===== src/rtl/dbm_pkg.sv =====
// package of shared constants and types for the dma bus-master signalling block
// assumes a single 100 MHz clock and an active-low asynchronous reset
package dbm_pkg;

  localparam int unsigned NUM_CH      = 4;
  localparam int unsigned ADDR_W      = 16;
  localparam int unsigned LOW_W       = 4;
  localparam int unsigned MID_W       = 4;
  localparam int unsigned DATA_W      = 8;
  localparam int unsigned LOW_LSB     = 0;
  localparam int unsigned MID_LSB     = 4;
  localparam int unsigned UPPER_LSB   = 8;
  localparam int unsigned SYNC_STAGES = 2;

  // reset values and the low-byte rollover value
  localparam logic              GRANT_POL_RESET  = 1'b0;
  localparam logic [ADDR_W-1:0] ADDR_RESET       = 16'h0000;
  localparam logic [ADDR_W-1:0] COUNT_RESET      = 16'h0000;
  localparam logic [7:0]        LOW_BYTE_ROLL    = 8'hFF;
  localparam logic [1:0]        CHAN_RESET       = 2'h0;

  typedef enum logic [1:0] {
    DBM_XFER_VERIFY,
    DBM_XFER_WRITE,
    DBM_XFER_READ,
    DBM_XFER_MEM2MEM
  } dbm_xfer_t;

  typedef enum {
    DBM_ST_IDLE,
    DBM_ST_HOLD_WAIT,
    DBM_ST_ADDR_UPDATE,
    DBM_ST_CMD,
    DBM_ST_XFER,
    DBM_ST_END
  } dbm_state_t;

endpackage : dbm_pkg


===== src/rtl/dbm_strobe_if.sv =====
// interface between the sequencer and the falling-edge address strobe generator
// assumes both ends share clk_in
`timescale 1ns/1ps
`default_nettype none
interface dbm_strobe_if;
  logic strobe_req;
  logic strobe;

  modport seq (output strobe_req, input strobe);
  modport gen (input strobe_req, output strobe);
endinterface : dbm_strobe_if
`default_nettype wire


===== src/rtl/dbm_strobe_gen.sv =====
// falling-edge generator of the upper-address strobe
// assumes strobe_req is a posedge-clocked level from the sequencer
`timescale 1ns/1ps
`default_nettype none
module dbm_strobe_gen (
  input  wire logic clk_in,
  input  wire logic reset_n_in,
  dbm_strobe_if.gen strobe_if
);

  logic strobe_reg;

  // ----------------------------------------
  // falling-edge strobe
  // ----------------------------------------
  // half-cycle offset lets the latch open after the byte settles on the data bus
  always_ff @(negedge clk_in or negedge reset_n_in) begin
    if (!reset_n_in) begin
      strobe_reg <= 1'b0;
    end else begin
      strobe_reg <= strobe_if.strobe_req;
    end
  end

  assign strobe_if.strobe = strobe_reg;
endmodule : dbm_strobe_gen
`default_nettype wire


===== src/rtl/dbm_bus_master.sv =====
// dma bus-master signalling: hold handshake, address lines, strobes, grants
// assumes descriptor, mask and software request inputs come from same-clock logic
//
// Function
// while idle the low address lines are inputs that select an internal register
// during service the low address lines drive the low four address bits
// the middle address lines are driven only during service, high impedance otherwise
// hold request rises on an unmasked channel request or a software request
// the host grants the bus and the buses are not driven before that grant
// with hold request looped to hold grant exactly one hold-wait state is spent
// the selected channel's grant output tells the peripheral it owns the cycle
// grant polarity is programmable and is active low after reset
// the upper-address enable is high during transfers
// the upper-address strobe pulses so an external latch captures the upper byte
// in block mode the address-update state and strobe occur only when the upper byte changes; memory-to-memory still enters it before each write half
// the upper-address strobe is timed from the falling clock edge
// the memory read strobe is driven low in read and memory-to-memory transfers
// the memory write strobe is driven low in write and memory-to-memory transfers
// a peripheral holds its request until its grant goes active
// during the address-update state the upper address byte is driven on the data bus
// while inactive all address and control outputs are high impedance; the enable, upper strobe, grants and hold request stay driven, grants inactive
`timescale 1ns/1ps
`default_nettype none
module dbm_bus_master (
  input  wire logic                           clk_in,
  input  wire logic                           reset_n_in,
  input  wire logic [dbm_pkg::NUM_CH-1:0]     channel_service_request_in,
  input  wire logic [dbm_pkg::NUM_CH-1:0]     channel_mask_in,
  input  wire logic [dbm_pkg::NUM_CH-1:0]     software_request_in,
  input  wire logic                           grant_polarity_write_in,
  input  wire logic                           grant_polarity_high_in,
  input  wire logic [dbm_pkg::ADDR_W-1:0]     start_address_in,
  input  wire logic [dbm_pkg::ADDR_W-1:0]     transfer_count_in,
  input  wire logic [1:0]                     transfer_type_in,
  input  wire logic                           block_mode_in,
  input  wire logic                           bus_hold_grant_in,
  input  wire logic [dbm_pkg::LOW_W-1:0]      low_address_lines_in,
  output logic      [dbm_pkg::LOW_W-1:0]      low_address_lines_out,
  output logic                                low_address_lines_oe_n_out,
  output logic      [dbm_pkg::LOW_W-1:0]      register_select_out,
  output logic      [dbm_pkg::MID_W-1:0]      middle_address_lines_out,
  output logic                                middle_address_lines_oe_n_out,
  output logic      [dbm_pkg::DATA_W-1:0]     data_bus_lines_out,
  output logic                                data_bus_lines_oe_n_out,
  output logic                                bus_hold_request_out,
  output logic      [dbm_pkg::NUM_CH-1:0]     channel_service_grant_out,
  output logic                                upper_address_enable_out,
  output logic                                upper_address_strobe_out,
  output logic                                memory_read_strobe_out,
  output logic                                memory_write_strobe_out,
  output logic                                memory_strobes_oe_n_out,
  output logic                                service_done_out
);

  dbm_pkg::dbm_state_t                     state_reg;
  dbm_pkg::dbm_state_t                     state_next;
  dbm_pkg::dbm_xfer_t                      type_reg;
  logic [dbm_pkg::NUM_CH-1:0]              req_sync1_reg;
  logic [dbm_pkg::NUM_CH-1:0]              req_sync2_reg;
  logic [dbm_pkg::LOW_W-1:0]               sel_sync1_reg;
  logic [dbm_pkg::LOW_W-1:0]               sel_sync2_reg;
  logic [dbm_pkg::NUM_CH-1:0]              pending;
  logic [dbm_pkg::NUM_CH-1:0]              chan_onehot;
  logic [1:0]                              chan_pick;
  logic [1:0]                              chan_reg;
  logic [dbm_pkg::ADDR_W-1:0]              addr_reg;
  logic [dbm_pkg::ADDR_W-1:0]              count_reg;
  logic                                    block_reg;
  logic                                    phase_reg;
  logic                                    hold_req_reg;
  logic                                    grant_pol_reg;
  logic                                    done_reg;
  logic                                    working;
  logic                                    last_xfer;
  logic                                    upper_change;
  dbm_strobe_if strobe_if ();

  // ----------------------------------------
  // input synchronisers
  // ----------------------------------------
  always_ff @(posedge clk_in or negedge reset_n_in) begin
    if (!reset_n_in) begin
      req_sync1_reg <= '0;
      req_sync2_reg <= '0;
      sel_sync1_reg <= '0;
      sel_sync2_reg <= '0;
    end else begin
      req_sync1_reg <= channel_service_request_in;
      req_sync2_reg <= req_sync1_reg;
      sel_sync1_reg <= low_address_lines_in;
      sel_sync2_reg <= sel_sync1_reg;
    end
  end

  assign register_select_out = sel_sync2_reg;

  // ----------------------------------------
  // channel selection
  // ----------------------------------------
  // requests are levels; the peripheral keeps its request up until granted
  assign pending = (req_sync2_reg & ~channel_mask_in) | software_request_in;
  // fixed priority, channel 0 highest
  always_comb begin
    chan_pick = dbm_pkg::CHAN_RESET;
    for (int i = dbm_pkg::NUM_CH - 1; i >= 0; i--) begin
      if (pending[i]) begin
        chan_pick = 2'(i);
      end
    end
  end

  // ----------------------------------------
  // sequencer
  // ----------------------------------------
  assign last_xfer    = (count_reg == dbm_pkg::COUNT_RESET);
  assign upper_change = (addr_reg[7:0] == dbm_pkg::LOW_BYTE_ROLL);
  assign working      = (state_reg != dbm_pkg::DBM_ST_IDLE) &&
                        (state_reg != dbm_pkg::DBM_ST_HOLD_WAIT);
  always_comb begin
    state_next = state_reg;
    case (state_reg)
      dbm_pkg::DBM_ST_IDLE: begin
        if (pending != '0) begin
          state_next = dbm_pkg::DBM_ST_HOLD_WAIT;
        end
      end
      dbm_pkg::DBM_ST_HOLD_WAIT: begin
        if (bus_hold_grant_in) begin
          state_next = dbm_pkg::DBM_ST_ADDR_UPDATE;
        end
      end
      dbm_pkg::DBM_ST_ADDR_UPDATE: begin
        state_next = dbm_pkg::DBM_ST_CMD;
      end
      dbm_pkg::DBM_ST_CMD: begin
        state_next = dbm_pkg::DBM_ST_XFER;
      end
      dbm_pkg::DBM_ST_XFER: begin
        state_next = dbm_pkg::DBM_ST_END;
      end
      dbm_pkg::DBM_ST_END: begin
        if (type_reg == dbm_pkg::DBM_XFER_MEM2MEM && !phase_reg) begin
          state_next = dbm_pkg::DBM_ST_ADDR_UPDATE;
        end else if (!block_reg || last_xfer) begin
          state_next = dbm_pkg::DBM_ST_IDLE;
        end else if (upper_change) begin
          state_next = dbm_pkg::DBM_ST_ADDR_UPDATE;
        end else begin
          state_next = dbm_pkg::DBM_ST_CMD;
        end
      end
      default: begin
        state_next = dbm_pkg::DBM_ST_IDLE;
      end
    endcase
  end
  always_ff @(posedge clk_in or negedge reset_n_in) begin
    if (!reset_n_in) begin
      state_reg <= dbm_pkg::DBM_ST_IDLE;
    end else begin
      state_reg <= state_next;
    end
  end
  // hold request rises on entry to the hold-wait state, drops on return to idle
  always_ff @(posedge clk_in or negedge reset_n_in) begin
    if (!reset_n_in) begin
      hold_req_reg <= 1'b0;
    end else begin
      hold_req_reg <= (state_next != dbm_pkg::DBM_ST_IDLE);
    end
  end

  // ----------------------------------------
  // transfer descriptor
  // ----------------------------------------
  // descriptor is sampled at request time; later input changes do not disturb a service
  always_ff @(posedge clk_in or negedge reset_n_in) begin
    if (!reset_n_in) begin
      chan_reg  <= dbm_pkg::CHAN_RESET;
      addr_reg  <= dbm_pkg::ADDR_RESET;
      count_reg <= dbm_pkg::COUNT_RESET;
      type_reg  <= dbm_pkg::DBM_XFER_VERIFY;
      block_reg <= 1'b0;
      phase_reg <= 1'b0;
    end else if (state_reg == dbm_pkg::DBM_ST_IDLE && pending != '0) begin
      chan_reg  <= chan_pick;
      addr_reg  <= start_address_in;
      count_reg <= transfer_count_in;
      type_reg  <= dbm_pkg::dbm_xfer_t'(transfer_type_in);
      block_reg <= block_mode_in;
      phase_reg <= 1'b0;
    end else if (state_reg == dbm_pkg::DBM_ST_END) begin
      if (type_reg == dbm_pkg::DBM_XFER_MEM2MEM && !phase_reg) begin
        phase_reg <= 1'b1;
      end else begin
        phase_reg <= 1'b0;
        addr_reg  <= addr_reg + 16'h0001;
        count_reg <= count_reg - 16'h0001;
      end
    end
  end
  always_ff @(posedge clk_in or negedge reset_n_in) begin
    if (!reset_n_in) begin
      done_reg <= 1'b0;
    end else begin
      done_reg <= (state_reg != dbm_pkg::DBM_ST_IDLE) &&
                  (state_next == dbm_pkg::DBM_ST_IDLE);
    end
  end

  // ----------------------------------------
  // grant polarity
  // ----------------------------------------
  always_ff @(posedge clk_in or negedge reset_n_in) begin
    if (!reset_n_in) begin
      grant_pol_reg <= dbm_pkg::GRANT_POL_RESET;
    end else if (grant_polarity_write_in) begin
      grant_pol_reg <= grant_polarity_high_in;
    end
  end

  // ----------------------------------------
  // upper-address strobe
  // ----------------------------------------
  assign strobe_if.strobe_req = (state_reg == dbm_pkg::DBM_ST_ADDR_UPDATE);
  dbm_strobe_gen strobe_gen_u (
    .clk_in     (clk_in),
    .reset_n_in (reset_n_in),
    .strobe_if  (strobe_if)
  );

  // ----------------------------------------
  // pin drive
  // ----------------------------------------
  generate
    for (genvar g = 0; g < dbm_pkg::NUM_CH; g++) begin : g_grant
      assign chan_onehot[g] = working && (chan_reg == 2'(g));
      assign channel_service_grant_out[g] = grant_pol_reg ? chan_onehot[g]
                                                          : ~chan_onehot[g];
    end
  endgenerate
  // address, data and memory strobe outputs float until the host has granted the bus
  assign low_address_lines_out         = addr_reg[dbm_pkg::LOW_LSB +: dbm_pkg::LOW_W];
  assign low_address_lines_oe_n_out    = ~working;
  assign middle_address_lines_out      = addr_reg[dbm_pkg::MID_LSB +: dbm_pkg::MID_W];
  assign middle_address_lines_oe_n_out = ~working;
  assign data_bus_lines_out            = addr_reg[dbm_pkg::UPPER_LSB +: dbm_pkg::DATA_W];
  assign data_bus_lines_oe_n_out       = (state_reg != dbm_pkg::DBM_ST_ADDR_UPDATE);
  assign bus_hold_request_out          = hold_req_reg;
  assign upper_address_enable_out      = working;
  assign upper_address_strobe_out      = strobe_if.strobe;
  assign memory_strobes_oe_n_out       = ~working;
  always_comb begin
    memory_read_strobe_out  = 1'b1;
    memory_write_strobe_out = 1'b1;
    if (state_reg == dbm_pkg::DBM_ST_CMD || state_reg == dbm_pkg::DBM_ST_XFER) begin
      if (type_reg == dbm_pkg::DBM_XFER_READ ||
          (type_reg == dbm_pkg::DBM_XFER_MEM2MEM && !phase_reg)) begin
        memory_read_strobe_out = 1'b0;
      end
    end
    // write strobe is narrower, leaving data a cycle to settle
    if (state_reg == dbm_pkg::DBM_ST_XFER) begin
      if (type_reg == dbm_pkg::DBM_XFER_WRITE ||
          (type_reg == dbm_pkg::DBM_XFER_MEM2MEM && phase_reg)) begin
        memory_write_strobe_out = 1'b0;
      end
    end
  end
  assign service_done_out = done_reg;
endmodule : dbm_bus_master
`default_nettype wire


===== config.mk =====
export PLATFORM = sky130hd
export DESIGN_NAME = dbm_bus_master
export DESIGN_NICKNAME = d
export VERILOG_FILES = /design/src/rtl/dbm_pkg.sv /design/src/rtl/dbm_strobe_if.sv /design/src/rtl/dbm_strobe_gen.sv /design/src/rtl/dbm_bus_master.sv
export SDC_FILE = /design/constraint.sdc
export NUM_CORES = 1
export LEC_CHECK = 0
export BUFFER_PORTS_ARGS = -buffer_cell sky130_fd_sc_hd__buf_4
export CAP_MARGIN = 20
export CORE_MARGIN = 1.5
export CORE_UTILIZATION = 50
export DETAILED_ROUTE_END_ITERATION = 8
export PLACE_DENSITY = 0.75
export REMOVE_ABC_BUFFERS = 1
export SETUP_SLACK_MARGIN = 0.4
export SYNTH_ARGS = -nofsm -noshare
export SYNTH_HDL_FRONTEND = slang
export SYNTH_SLANG_ARGS = --single-unit

===== constraint.sdc =====
create_clock -name clk_in -period 3.2 [get_ports clk_in]
set_input_delay 0.32 -clock clk_in [delete_from_list [all_inputs] [get_ports clk_in]]
set_output_delay 0.32 -clock clk_in [all_outputs]
set_load 0.05 [all_outputs]

==> qor.yml <==
timing:
  rsz0062_at_grt: "true"
  hold_viol: 0
  finalSetupViolations: 0
  slew_violations: 0
  worstMarginPinSlew_ps: 750
  finClkSkew_ps: 23.6
  fin_setup_tns_ps: 0
  postLayoutSetupSlackWorst_ps: 321
  holdWs_ps: 49.4
  relSlewSlack_pct: 49.6
yosys:
  synth_seq_cells: 90
  synth_cell_type_count: 53
  syn_area_um2: 3970
  ys.flop_type: "dfrtp_1"
  avgSynthCellArea_um2: 10.5
  synthCells: 377
  async_flop_share_pct: 100
  synth-edff-count: 0
  yosysSeqAreaShare_pct: 56.7
  yosysWarnings: 0
global_routing:
  grt_overflow: 0
  antenna_found_initial: 0
  grtUsageMet1_pct: 29.0
  use_met2_pct: 36.9
  track_usage_pct: 22.5
  grt_busiest_layer: "met2"
  grtUsageMet3_pct: 5.22
  grt_start_max_net_pins: 90
  grt_pass1_wl_mm: 14.8
  grt_pass1_vias: 3208
detailed_routing:
  drt_iter0_drc: 279
  first_pass_iters: 4
  wl_per_cell_um: 14.9
  drt-total-wl_mm: 9.09
  ant_nets: 0
  avgViaCountPerCell: 5.36
  vias: 3263
  drcViolationCount: 0
die:
  io_pins: 90
  initial_core_util_pct: 51.6
  die_y_um: 92.1
  dieArea_um2: 8480
  std_cell_rows: 32
  core_region_area_um2: 7690
  die_x_um: 92.1
clock_network:
  clk_latency_ps: 370
  h-tree-depth: 3
  clockBufferDepth: 2
  numCtsBuffers: 9
  cts_sinks: 90
  cts-root-buf: "clkbuf_8"
  cts_tree: "built"
  clk_pin_slew_ps: 100
placement:
  portBuffers: 89
  place.gp.congestion: 0.855
  placed_area_um2: 4860
  pre_cts_ws_ps: 259
  dp_hpwl_mm: 6.12
setup_path:
  crit_path_max_fanout: 2
  crit_arrival_ps: 1670
  cp-start-kind: "flop"
  setup.worst_path.end_class: "flop"
  crit_type: "flop to flop"
  cp.required_ps: 1990
power_and_ir_drop:
  power.leakage_nw: 2.20
  powerDensity_nw_per_um2: 423
  ir_drop_mv: 0.258
flow_run:
  drv_cap: 0
finish:
  largest_reg_flops: 32
  n_antenna_cell: 0
  drive_gt1_share_pct: 28.2
  nFillCells: 618
  layout_commonest_cell: "buf_4"
  nNetsFinal: 560
  final_area_um2: 5250
  area_growth_syn_to_layout_pct: 32.3
  final_cell_mix: "buf_4, dfrtp_1, nand2_1"
  fin_util_pct: 68.3
status:
  outcome: "finished, final reports clean"
min_path:
  hold_path.class: "input pin to flop"
-- where the power goes --
| part | total (W) | leakage, nW | switching, W | internal, W |
|---|---|---|---|---|
| Sequential | 0.00118 | 0.973 | 0.0000174 | 0.00117 |
| Clock | 0.000894 | 0.113 | 0.000440 | 0.000454 |
| Combinational | 0.000145 | 1.12 | 0.0000756 | 0.0000692 |
| Total | 0.00222 | 2.20 | 0.000533 | 0.00169 |
-- timing repair --
| item | in CTS | in global routing |
|---|---|---|
| cloned | 0 | 0 |
| setup endpoints to repair | 5 | 8 |
| resized for setup | 9 | 7 |
| buffers inserted | 3 | 2 |
| endpoints found under the hold margin | 0 | 22 |
| pin swaps | 5 | 4 |
| hold buffers | 0 | 1 |
-- cell families (layout without fill, tap and decap cells) --
| logic type | after synthesis | after routing | synth area share [%] |
|---|---|---|---|
| simple gates | 155 | 155 | 21.4 |
| flops | 90 | 90 | 56.7 |
| compound gates | 72 | 72 | 11.7 |
| buf+inv | 31 | 133 | 3.56 |
| xor+xnor | 22 | 22 | 4.85 |
| mux | 4 | 4 | 1.04 |
| fa+ha+maj | 2 | 2 | 0.630 |
| other cells | 1 | 29 | 0.0945 |
-- Yosys cell counts (5+ instances only) --
cell | instances | share of area [%]
nor3_1 | 8 | 1.0
o21ai_0 | 24 | 3.0
nor4_1 | 22 | 3.5
dfrtp_1 | 89 | 56
inv_1 | 12 | 1.1
xnor2_1 | 22 | 4.9
a21oi_1 | 14 | 1.8
o31ai_1 | 5 | 0.95
nand3_1 | 8 | 1.0
a31oi_1 | 9 | 1.4
nand2_1 | 43 | 4.1
and4_1 | 7 | 1.5
nor2_1 | 26 | 2.5
clkbuf_1 | 15 | 1.4
nand4_1 | 10 | 1.6
-- final cells by class --
cell class,count,area (µm²),area share (%)
clock buffers,9,124,2.36
clock inverters,7,105,2.00
inverters,12,45.0,0.858
multi-input cells,284,1770,33.7
flip-flops and latches,90,2250,42.9
well taps,102,128,2.43
repair buffers,105,827,15.7
-- worst max-delay path: stages, from the launching register on --
cell and delay (ps):
dfrtp_1 370, nor3_1 350, nand4_1 200, nor2_2 200, nand3_2 110, inv_2 70
-- per-layer routing --
metal | part of all wire, % | vias to the layer above | routed length [µm]
li1 | - | 1584 | -
met1 | 43 | 1574 | 3920
met2 | 50 | 96 | 4550
met3 | 5.6 | 9 | 508
met4 | 1.3 | 0 | 116
met5 | 0 | - | 0
-- stage by stage --
step	instances	power, W
after floorplan	386	0.00124
after global placement	586	0.00133
after detailed placement	586	0.00134
after CTS	605	0.00222
after global routing	609	0.00229
final	609	0.00222
-- path summary, 6_finish.rpt --
kind                                               from                             to  slack (ps)  cells past startpoint
worst max-delay path                      state_reg[29]  strobe_gen_u.strobe_if.strobe         320                      5
worst min-delay path            low_address_lines_in[0]               sel_sync1_reg[0]          50                      1
worst max register to register            state_reg[29]  strobe_gen_u.strobe_if.strobe         320                      5
worst min register to register         req_sync1_reg[2]               req_sync2_reg[2]         360                      0
max in group asynchronous                    reset_n_in  strobe_gen_u.strobe_if.strobe        1310                      2
min in group asynchronous                    reset_n_in                    chan_reg[0]         490                      3
Power figures use the tool's default switching activity.
